[config.mk]
export PLATFORM = sky130hd
export DESIGN_NAME = idwc_top
export DESIGN_NICKNAME = d
export VERILOG_FILES = /design/src/rtl/idwc_pkg.sv /design/src/rtl/idwc_top.sv /design/src/rtl/idwc_precharge.sv /design/src/rtl/idwc_elapsed.sv
export SDC_FILE = /design/constraint.sdc
export NUM_CORES = 1
export LEC_CHECK = 0
export BUFFER_PORTS_ARGS = -buffer_cell sky130_fd_sc_hd__buf_2
export CAP_MARGIN = 30
export CORE_MARGIN = 5
export CORE_UTILIZATION = 63
export DETAILED_ROUTE_END_ITERATION = 10
export GPL_ROUTABILITY_DRIVEN = 1
export PLACE_DENSITY = 0.83
export SKIP_CTS_REPAIR_TIMING = 1
export SYNTH_ARGS = -nofsm -noshare
export SYNTH_HDL_FRONTEND = slang
export SYNTH_SLANG_ARGS = --single-unit
[constraint.sdc]
create_clock -name clk -period 8.5 [get_ports clk]
set_input_delay 2.125 -clock clk [delete_from_list [all_inputs] [get_ports clk]]
set_output_delay 2.125 -clock clk [all_outputs]
set_load 0.02 [all_outputs]
[src/rtl/idwc_pkg.sv]
package idwc_pkg;

    localparam int CNT_W = 4;

    localparam logic [CNT_W-1:0] CNT_ZERO = 4'h0;
    localparam logic [CNT_W-1:0] CNT_ONE  = 4'h1;
    localparam logic [CNT_W-1:0] CNT_MAX  = 4'hF;

    // Default wait-state counts, write mode, precharge and refresh clocks, matched to clock rate and DRAM speed
    localparam logic [CNT_W-1:0] DEF_WAIT_PIPED   = 4'h1;
    localparam logic [CNT_W-1:0] DEF_WAIT_UNPIPED = 4'h2;
    localparam logic [CNT_W-1:0] DEF_WAIT_SAME    = 4'h3;
    localparam logic [CNT_W-1:0] DEF_WAIT_WRITE   = 4'h1;
    localparam logic             DEF_FAST_POINT   = 1'h0;
    localparam logic [CNT_W-1:0] DEF_PRECHARGE    = 4'h2;
    localparam logic [CNT_W-1:0] DEF_REFRESH      = 4'h3;

    // Longest wait for an access held off by refresh
    localparam logic [CNT_W-1:0] REFRESH_CAP_FAST = 4'h4;
    localparam logic [CNT_W-1:0] REFRESH_CAP_SLOW = 4'h8;

    localparam logic STROBE_ON  = 1'h0;
    localparam logic STROBE_OFF = 1'h1;
    localparam logic BANK_EVEN  = 1'h0;
    localparam logic BANK_ODD   = 1'h1;

    typedef struct packed {
        logic mem;
        logic write;
        logic a31;
        logic a2;
    } idwc_bus_req_t;

    localparam idwc_bus_req_t REQ_RESET = idwc_bus_req_t'(4'h0);

    typedef enum logic [1:0] {
        ST_IDLE    = 2'b00,
        ST_WAIT    = 2'b01,
        ST_ACCESS  = 2'b10,
        ST_REFRESH = 2'b11
    } idwc_state_t;

endpackage

[src/rtl/idwc_top.sv]
`timescale 1ns/10ps
module idwc_top #(
    parameter logic [idwc_pkg::CNT_W-1:0] WAIT_PIPED   = idwc_pkg::DEF_WAIT_PIPED,
    parameter logic [idwc_pkg::CNT_W-1:0] WAIT_UNPIPED = idwc_pkg::DEF_WAIT_UNPIPED,
    parameter logic [idwc_pkg::CNT_W-1:0] WAIT_SAME    = idwc_pkg::DEF_WAIT_SAME,
    parameter logic [idwc_pkg::CNT_W-1:0] WAIT_WRITE   = idwc_pkg::DEF_WAIT_WRITE,
    parameter logic                       FAST_POINT   = idwc_pkg::DEF_FAST_POINT,
    parameter logic [idwc_pkg::CNT_W-1:0] PRECHARGE    = idwc_pkg::DEF_PRECHARGE,
    parameter logic [idwc_pkg::CNT_W-1:0] REFRESH_CLKS = idwc_pkg::DEF_REFRESH
) (
    input  wire logic                    clk,
    input  wire logic                    nrst,
    input  wire logic                    addr_strobe_n,
    input  wire idwc_pkg::idwc_bus_req_t bus_req,
    input  wire logic                    refresh_req,
    output logic                         ready_n,
    output logic                         next_addr_request_n,
    output logic                         bank0_row_strobe_n,
    output logic                         bank1_row_strobe_n,
    output logic                         refresh_active
);
    import idwc_pkg::*;

    idwc_state_t      state_r;
    idwc_state_t      state_nxt;
    idwc_bus_req_t    req_r;
    idwc_bus_req_t    req_nxt;
    logic             req_pend_r;
    logic             req_pend_nxt;
    logic             piped_r;
    logic             piped_nxt;
    logic             same_r;
    logic             same_nxt;
    logic             refdly_r;
    logic             refdly_nxt;
    logic             refresh_pend_r;
    logic             refresh_pend_nxt;
    logic [CNT_W-1:0] ref_cnt_r;
    logic [CNT_W-1:0] ref_cnt_nxt;
    logic             last_bank_r;
    logic             last_bank_nxt;
    logic             last_valid_r;
    logic             last_valid_nxt;
    logic             ready_n_r;
    logic             ready_n_nxt;
    logic             na_n_r;
    logic             na_n_nxt;
    logic             strobe0_r;
    logic             strobe0_nxt;
    logic             strobe1_r;
    logic             strobe1_nxt;
    logic             refresh_act_r;
    logic             refresh_act_nxt;

    logic             accept;
    logic             pipelined;
    logic             same_back;
    logic             cur_bank;
    logic             bank_ready;
    logic             pre0_ready;
    logic             pre1_ready;
    logic             restart;
    logic [CNT_W-1:0] elapsed;
    logic [CNT_W-1:0] target;

    // Wait states for one access beyond the two-clock minimum
    function automatic logic [CNT_W-1:0] calc_wait(
        input logic wr,
        input logic same,
        input logic piped
    );
        logic [CNT_W-1:0] w;
        if (same) begin
            w = WAIT_SAME;
        end else if (piped) begin
            w = WAIT_PIPED;
        end else begin
            w = WAIT_UNPIPED;
        end
        if (wr && FAST_POINT) begin
            w = w + WAIT_WRITE;
        end
        return w;
    endfunction

    // True when the access may end in the clock after this one
    function automatic logic ready_due(
        input logic [CNT_W-1:0] el,
        input logic [CNT_W-1:0] tgt,
        input logic             rdly
    );
        logic [CNT_W-1:0] cap;
        cap = FAST_POINT ? REFRESH_CAP_FAST : REFRESH_CAP_SLOW;
        return (el >= tgt) || (rdly && (el >= cap));
    endfunction

    idwc_precharge #(
        .PRE_CLKS   (PRECHARGE)
    ) u_pre0 (
        .clk        (clk),
        .nrst       (nrst),
        .row_active (strobe0_r == STROBE_ON),
        .bank_ready (pre0_ready)
    );

    idwc_precharge #(
        .PRE_CLKS   (PRECHARGE)
    ) u_pre1 (
        .clk        (clk),
        .nrst       (nrst),
        .row_active (strobe1_r == STROBE_ON),
        .bank_ready (pre1_ready)
    );

    idwc_elapsed u_elapsed (
        .clk        (clk),
        .nrst       (nrst),
        .restart    (restart),
        .count      (elapsed)
    );

    // Bus idle or ending: our state machine is idle or refreshing
    assign accept = !addr_strobe_n && bus_req.mem && !bus_req.a31 && !req_pend_r &&
                    ((state_r == ST_IDLE) || (state_r == ST_REFRESH));
    // A request in the clock that ends the last cycle was pipelined
    assign pipelined = !ready_n_r;
    assign same_back = pipelined && last_valid_r && (bus_req.a2 == last_bank_r);
    assign cur_bank = accept ? bus_req.a2 : req_r.a2;
    assign bank_ready = (cur_bank == BANK_ODD) ? pre1_ready : pre0_ready;
    assign restart = accept;
    assign target = accept ? calc_wait(bus_req.write, same_back, pipelined)
                           : calc_wait(req_r.write, same_r, piped_r);

    always_comb begin
        state_nxt        = state_r;
        req_nxt          = req_r;
        req_pend_nxt     = req_pend_r;
        piped_nxt        = piped_r;
        same_nxt         = same_r;
        refdly_nxt       = refdly_r;
        ref_cnt_nxt      = ref_cnt_r;
        last_bank_nxt    = last_bank_r;
        last_valid_nxt   = last_valid_r;
        ready_n_nxt      = 1'h1;
        strobe0_nxt      = STROBE_OFF;
        strobe1_nxt      = STROBE_OFF;
        refresh_pend_nxt = refresh_req | refresh_pend_r;

        if (accept) begin
            req_nxt    = bus_req;
            piped_nxt  = pipelined;
            same_nxt   = same_back;
            refdly_nxt = 1'h0;
        end

        case (state_r)
            ST_IDLE: begin
                if (refresh_pend_r) begin
                    // Refresh wins; a request taken now waits for it
                    state_nxt        = ST_REFRESH;
                    ref_cnt_nxt      = REFRESH_CLKS;
                    refresh_pend_nxt = refresh_req;
                    strobe0_nxt      = STROBE_ON;
                    strobe1_nxt      = STROBE_ON;
                    if (accept) begin
                        req_pend_nxt = 1'h1;
                        refdly_nxt   = 1'h1;
                    end
                end else if (accept && bank_ready) begin
                    // Other bank, or a bank already precharged during idle clocks
                    last_bank_nxt  = bus_req.a2;
                    last_valid_nxt = 1'h1;
                    if (bus_req.a2 == BANK_ODD) begin
                        strobe1_nxt = STROBE_ON;
                    end else begin
                        strobe0_nxt = STROBE_ON;
                    end
                    if (ready_due(CNT_ZERO, target, 1'h0)) begin
                        ready_n_nxt = 1'h0;
                    end else begin
                        state_nxt = ST_ACCESS;
                    end
                end else if (accept) begin
                    state_nxt    = ST_WAIT;
                    req_pend_nxt = 1'h1;
                end
            end

            ST_WAIT: begin
                if (refresh_pend_r) begin
                    state_nxt        = ST_REFRESH;
                    ref_cnt_nxt      = REFRESH_CLKS;
                    refresh_pend_nxt = refresh_req;
                    refdly_nxt       = 1'h1;
                    strobe0_nxt      = STROBE_ON;
                    strobe1_nxt      = STROBE_ON;
                end else if (bank_ready) begin
                    req_pend_nxt   = 1'h0;
                    last_bank_nxt  = req_r.a2;
                    last_valid_nxt = 1'h1;
                    if (req_r.a2 == BANK_ODD) begin
                        strobe1_nxt = STROBE_ON;
                    end else begin
                        strobe0_nxt = STROBE_ON;
                    end
                    // Row opens first, so ready always follows a clock in ACCESS
                    state_nxt = ST_ACCESS;
                end
            end

            ST_ACCESS: begin
                strobe0_nxt = strobe0_r;
                strobe1_nxt = strobe1_r;
                if (ready_due(elapsed, target, refdly_r)) begin
                    ready_n_nxt = 1'h0;
                    state_nxt   = ST_IDLE;
                end
            end

            ST_REFRESH: begin
                // No processor access runs here; requests are only latched
                if (accept) begin
                    req_pend_nxt = 1'h1;
                    refdly_nxt   = 1'h1;
                end
                if (ref_cnt_r <= CNT_ONE) begin
                    ref_cnt_nxt = CNT_ZERO;
                    state_nxt   = (req_pend_r || accept) ? ST_WAIT : ST_IDLE;
                end else begin
                    ref_cnt_nxt = ref_cnt_r - CNT_ONE;
                    strobe0_nxt = STROBE_ON;
                    strobe1_nxt = STROBE_ON;
                end
            end

            default: begin
                state_nxt = ST_IDLE;
            end
        endcase

        // Pipelined address is invited while an access runs
        na_n_nxt        = (state_nxt != ST_ACCESS);
        refresh_act_nxt = (state_nxt == ST_REFRESH);
    end

    always_ff @(posedge clk or negedge nrst) begin
        if (!nrst) begin
            state_r        <= ST_IDLE;
            req_r          <= REQ_RESET;
            req_pend_r     <= 1'h0;
            piped_r        <= 1'h0;
            same_r         <= 1'h0;
            refdly_r       <= 1'h0;
            refresh_pend_r <= 1'h0;
            ref_cnt_r      <= CNT_ZERO;
            last_bank_r    <= BANK_EVEN;
            last_valid_r   <= 1'h0;
            ready_n_r      <= 1'h1;
            na_n_r         <= 1'h1;
            strobe0_r      <= STROBE_OFF;
            strobe1_r      <= STROBE_OFF;
            refresh_act_r  <= 1'h0;
        end else begin
            state_r        <= state_nxt;
            req_r          <= req_nxt;
            req_pend_r     <= req_pend_nxt;
            piped_r        <= piped_nxt;
            same_r         <= same_nxt;
            refdly_r       <= refdly_nxt;
            refresh_pend_r <= refresh_pend_nxt;
            ref_cnt_r      <= ref_cnt_nxt;
            last_bank_r    <= last_bank_nxt;
            last_valid_r   <= last_valid_nxt;
            ready_n_r      <= ready_n_nxt;
            na_n_r         <= na_n_nxt;
            strobe0_r      <= strobe0_nxt;
            strobe1_r      <= strobe1_nxt;
            refresh_act_r  <= refresh_act_nxt;
        end
    end

    assign ready_n             = ready_n_r;
    assign next_addr_request_n = na_n_r;
    assign bank0_row_strobe_n  = strobe0_r;
    assign bank1_row_strobe_n  = strobe1_r;
    assign refresh_active      = refresh_act_r;

endmodule

[src/rtl/idwc_precharge.sv]
`timescale 1ns/10ps
module idwc_precharge #(
    parameter logic [idwc_pkg::CNT_W-1:0] PRE_CLKS = idwc_pkg::DEF_PRECHARGE
) (
    input  wire logic clk,
    input  wire logic nrst,
    input  wire logic row_active,
    output logic      bank_ready
);
    import idwc_pkg::*;

    logic [CNT_W-1:0] cnt_r;
    logic [CNT_W-1:0] cnt_nxt;

    // Held at the full interval while the row is open, then counts down
    always_comb begin
        if (row_active) begin
            cnt_nxt = PRE_CLKS;
        end else if (cnt_r != CNT_ZERO) begin
            cnt_nxt = cnt_r - CNT_ONE;
        end else begin
            cnt_nxt = CNT_ZERO;
        end
    end

    always_ff @(posedge clk or negedge nrst) begin
        if (!nrst) begin
            cnt_r <= CNT_ZERO;
        end else begin
            cnt_r <= cnt_nxt;
        end
    end

    // Ready one clock early: the row strobe it gates is registered
    assign bank_ready = !row_active && (cnt_r <= CNT_ONE);

endmodule

[src/rtl/idwc_elapsed.sv]
`timescale 1ns/10ps
module idwc_elapsed (
    input  wire logic                       clk,
    input  wire logic                       nrst,
    input  wire logic                       restart,
    output logic [idwc_pkg::CNT_W-1:0]      count
);
    import idwc_pkg::*;

    logic [CNT_W-1:0] cnt_r;
    logic [CNT_W-1:0] cnt_nxt;

    // Clocks since the request was taken; saturates
    always_comb begin
        if (restart) begin
            cnt_nxt = CNT_ONE;
        end else if (cnt_r == CNT_MAX) begin
            cnt_nxt = CNT_MAX;
        end else begin
            cnt_nxt = cnt_r + CNT_ONE;
        end
    end

    always_ff @(posedge clk or negedge nrst) begin
        if (!nrst) begin
            cnt_r <= CNT_ZERO;
        end else begin
            cnt_r <= cnt_nxt;
        end
    end

    assign count = cnt_r;

endmodule

==> impl_metrics.sql <==
INSERT INTO impl_metrics (metric_group, metric, value, unit) VALUES
('setup_path', 'path_cells', 'buf_2 > nand2b_1 > or4_4 > nand2_1 > o21ai_0 > nand2b_1 > ha_1 > o21ai_0 > nand2_1 > a21oi_1 > o31ai_1 > or3_1', ''),
('detailed_routing', 'wl_per_cell', '14.5', 'um'),
('detailed_routing', 'drt_drc_violations_left', '0', ''),
('power_and_ir_drop', 'power.share.sequential', '42.0', '%'),
('global_route', 'gr-usage-all-layers', '20.4', '%'),
('yosys', 'synth_ff_type', 'dfrtp_1', ''),
('final_layout', 'num-nets-final', '204', ''),
('sta', 'final.period_utilization', '48.9', '%'),
('setup_path', 'crit_cells', '12', ''),
('final_layout', 'n_antenna_cell', '0', ''),
('global_route', 'number_of_antenna_violations_at_the_first_check_in_global_routing', '0', ''),
('sta', 'max-slew-margin-rel', '57.5', '%'),
('floorplanning', 'design.core.area', '2520', 'um^2'),
('yosys', 'netlist-cell-type-count', '43', ''),
('run_status', 'result_of_the_run', 'complete, no violations', ''),
('placement', 'placement.setup.worst_slack', '3.98', 'ns'),
('min_path', 'hold_path_depth', '1', ''),
('sta', 'final.setup.worst_slack', '4.34', 'ns'),
('sta', 'setup_repair_after_global_routing_missed_its_margin', 'false', ''),
('final_layout', 'area_growth_syn_to_layout', '7.40', '%'),
('yosys', 'ys.warnings.count', '0', ''),
('yosys', 'synth_seq_cells', '30', ''),
('setup_path', 'required', '8.76', 'ns'),
('yosys', 'syn-cell-area', '1690', 'um^2'),
('power_and_ir_drop', 'clock_power_share', '14.4', '%'),
('yosys', 'netlist_instances', '173', ''),
('sta', 'maxClockFrequency', '240', 'MHz'),
('sta', 'report.final.slew_viol_count', '0', ''),
('final_layout', 'layout-drive-gt1-share', '15.6', '%'),
('power_and_ir_drop', 'total_switching_power', '256', 'uW'),
('clocking', 'clk_root_buffer_cell', 'clkbuf_4', ''),
('placement', 'buffer_ports.inserted', '11', ''),
('power_and_ir_drop', 'power_per_cell_area', '336', 'nW/um^2'),
('yosys', 'post-synth-top-area-cell', 'dfrtp_1', ''),
('global_route', 'grt_first_pass_wirelength', '5600', 'um'),
('power_and_ir_drop', 'share_comb_of_total_power', '43.5', '%'),
('power_and_ir_drop', 'switching_part_of_the_total_power', '41.9', '%'),
('sta', 'final_period_minus_worst_setup_slack', '4.16', 'ns'),
('yosys', 'seq_area_frac_synth', '44.7', '%'),
('setup_path', 'endpoint_kind', 'register', ''),
('sta', 'hold-worst-slack', '0.478', 'ns'),
('power_and_ir_drop', 'power.static_leakage', '0.829', 'nW'),
('sta', 'fin_tns_setup', '0', 'ns'),
('global_route', 'vias_in_the_first_global_route', '1279', ''),
('power_and_ir_drop', 'power_report.internal_total', '355', 'uW'),
('clocking', 'cts-htree-levels', '2', ''),
('detailed_routing', 'initialDrtViolationCount', '100', ''),
('sta', 'setup_viol', '0', ''),
('final_layout', 'final_common_cell', 'dfrtp_1', ''),
('floorplanning', 'initial_core_util', '67.0', '%'),
('setup_path', 'worstPathMaxFanout', '12', ''),
('clocking', 'worst_setup_hold_path_clk_slew', '0.09', 'ns'),
('min_path', 'worstHoldPathType', 'reg2reg', ''),
('floorplanning', 'die_height', '61.8', 'um'),
('setup_path', 'crit_path_start_kind', 'primary input', ''),
('placement', 'placed_cells', '208', ''),
('final_layout', 'fin_cells', '216', ''),
('yosys', 'netlist_top_cells_area', 'dfrtp_1 (38%), ha_1 (8.1%), dfstp_2 (6.2%), o21ai_0 (3.6%), nand2_1 (3.3%)', ''),
('setup_path', 'crit_slowest_cell', 'or4_4', ''),
('sta', 'transition_at_the_pin_with_the_smallest_max_transition_slack', '0.637', 'ns'),
('floorplanning', 'boundaryPins', '13', ''),
('sta', 'timing.clock.skew', '0.00881', 'ns'),
('run', 'maxCapViolCount', '0', ''),
('setup_path', 'cp_slowest_stage_delay', '0.51', 'ns'),
('setup_path', 'cp_num_buf_inv', '1', ''),
('floorplanning', 'fp.dieW', '61.8', 'um'),
('clocking', 'cts_sinks', '30', ''),
('detailed_routing', 'vias', '1325', ''),
('global_route', 'grt-ovfl-total', '0', ''),
('global_route', 'pin_count_of_the_biggest_net_entering_global_routing', '31', ''),
('clocking', 'cts_tree', 'yes', '');
[power by group through the flow]
stage	combinational, mW	clock [mW]	sequential, mW
floorplan	0.205	0	0.255
global placement	0.255	0	0.254
detailed placement	0.265	0	0.258
CTS	0.267	0.0899	0.255
global route	0.303	0.101	0.265
finish	0.266	0.0880	0.257
[cells in the mapped netlist, types with 2 or more instances]
| cell | n |
|---|---|
| nand2b_1 | 2 |
| a211o_1 | 3 |
| nand3_1 | 8 |
| inv_1 | 11 |
| nand2_1 | 15 |
| a31oi_1 | 4 |
| o21ai_0 | 12 |
| nand3b_1 | 4 |
| nor3b_1 | 4 |
| ha_1 | 11 |
| o311a_1 | 2 |
| dfrtp_1 | 26 |
| a21oi_1 | 8 |
| clkbuf_1 | 5 |
| nor4_1 | 2 |
| mux2_4 | 2 |
| or4b_1 | 2 |
| and2_1 | 2 |
| dfstp_2 | 4 |
| mux2i_1 | 3 |
| a21o_1 | 2 |
| o31ai_1 | 3 |
| nor2_1 | 12 |
| nor3_1 | 5 |
| a21boi_0 | 3 |
[flip-flops by register name, summed over array words and instances, names as in the netlist]
signal               cells
u_elapsed.count          4
u_pre0.cnt_r             4
piped_r                  1
refresh_pend_r           1
last_valid_r             1
req_pend_r               1
ready_n                  1
last_bank_r              1
state_r                  2
req_r                    1
bank1_row_strobe_n       1
ref_cnt_r                4
bank0_row_strobe_n       1
next_addr_request_n      1
u_pre1.cnt_r             4
refresh_active           1
same_r                   1
[layer usage]
layer / vias up / wire length [um] / GRT usage (%)
met5: - / 0 / 0
met1: 638 / 1320 / 23.8
met2: 37 / 1580 / 33.8
met4: 0 / 42 / 8.18
li1: 645 / - / -
met3: 5 / 177 / 7.64
[cell families after synthesis]
logic type / count (synthesis) / synth area share, %
muxes: 7 / 4.89
xor gates and xnor gates: 1 / 0.518
and+or+nand+nor: 62 / 19.7
adders and majority gates: 11 / 8.14
buffers and inverters: 18 / 4.51
DFF: 30 / 44.7
AOI/OAI and AO/OA: 44 / 17.5
[final cells by class]
cell class                 count  area (um^2)
clock buffer                   7         55.1
clock inverter                 1         5.00
fill                         182          707
inverter                      11         41.3
multi-input combinational    125          858
sequential                    30          756
tap                           30         37.5
timing repair buffer          12         62.6
[final timing paths]
path                                    from                  end  slack, ns
worst max register to register    state_r[1]  next_addr_request_n       5.39
min in group asynchronous               nrst   u_elapsed.count[3]       1.80
worst max-delay path              bus_req[1]  next_addr_request_n       4.34
worst min-delay path            last_valid_r         last_valid_r       0.48
max in group asynchronous               nrst       refresh_pend_r       6.28
worst min register to register  last_valid_r         last_valid_r       0.48
[per-stage QoR]
stage               utilization, %  instance area, um^2  total power, mW
floorplan                        -                 1690            0.460
detailed placement            69.6                 1760            0.523
finish                        72.0                 1820            0.611
global placement              69.6                 1760            0.509
CTS                           72.0                 1820            0.612
global route                  72.0                 1820            0.668
Note: power is estimated with default switching activity, not from simulation.
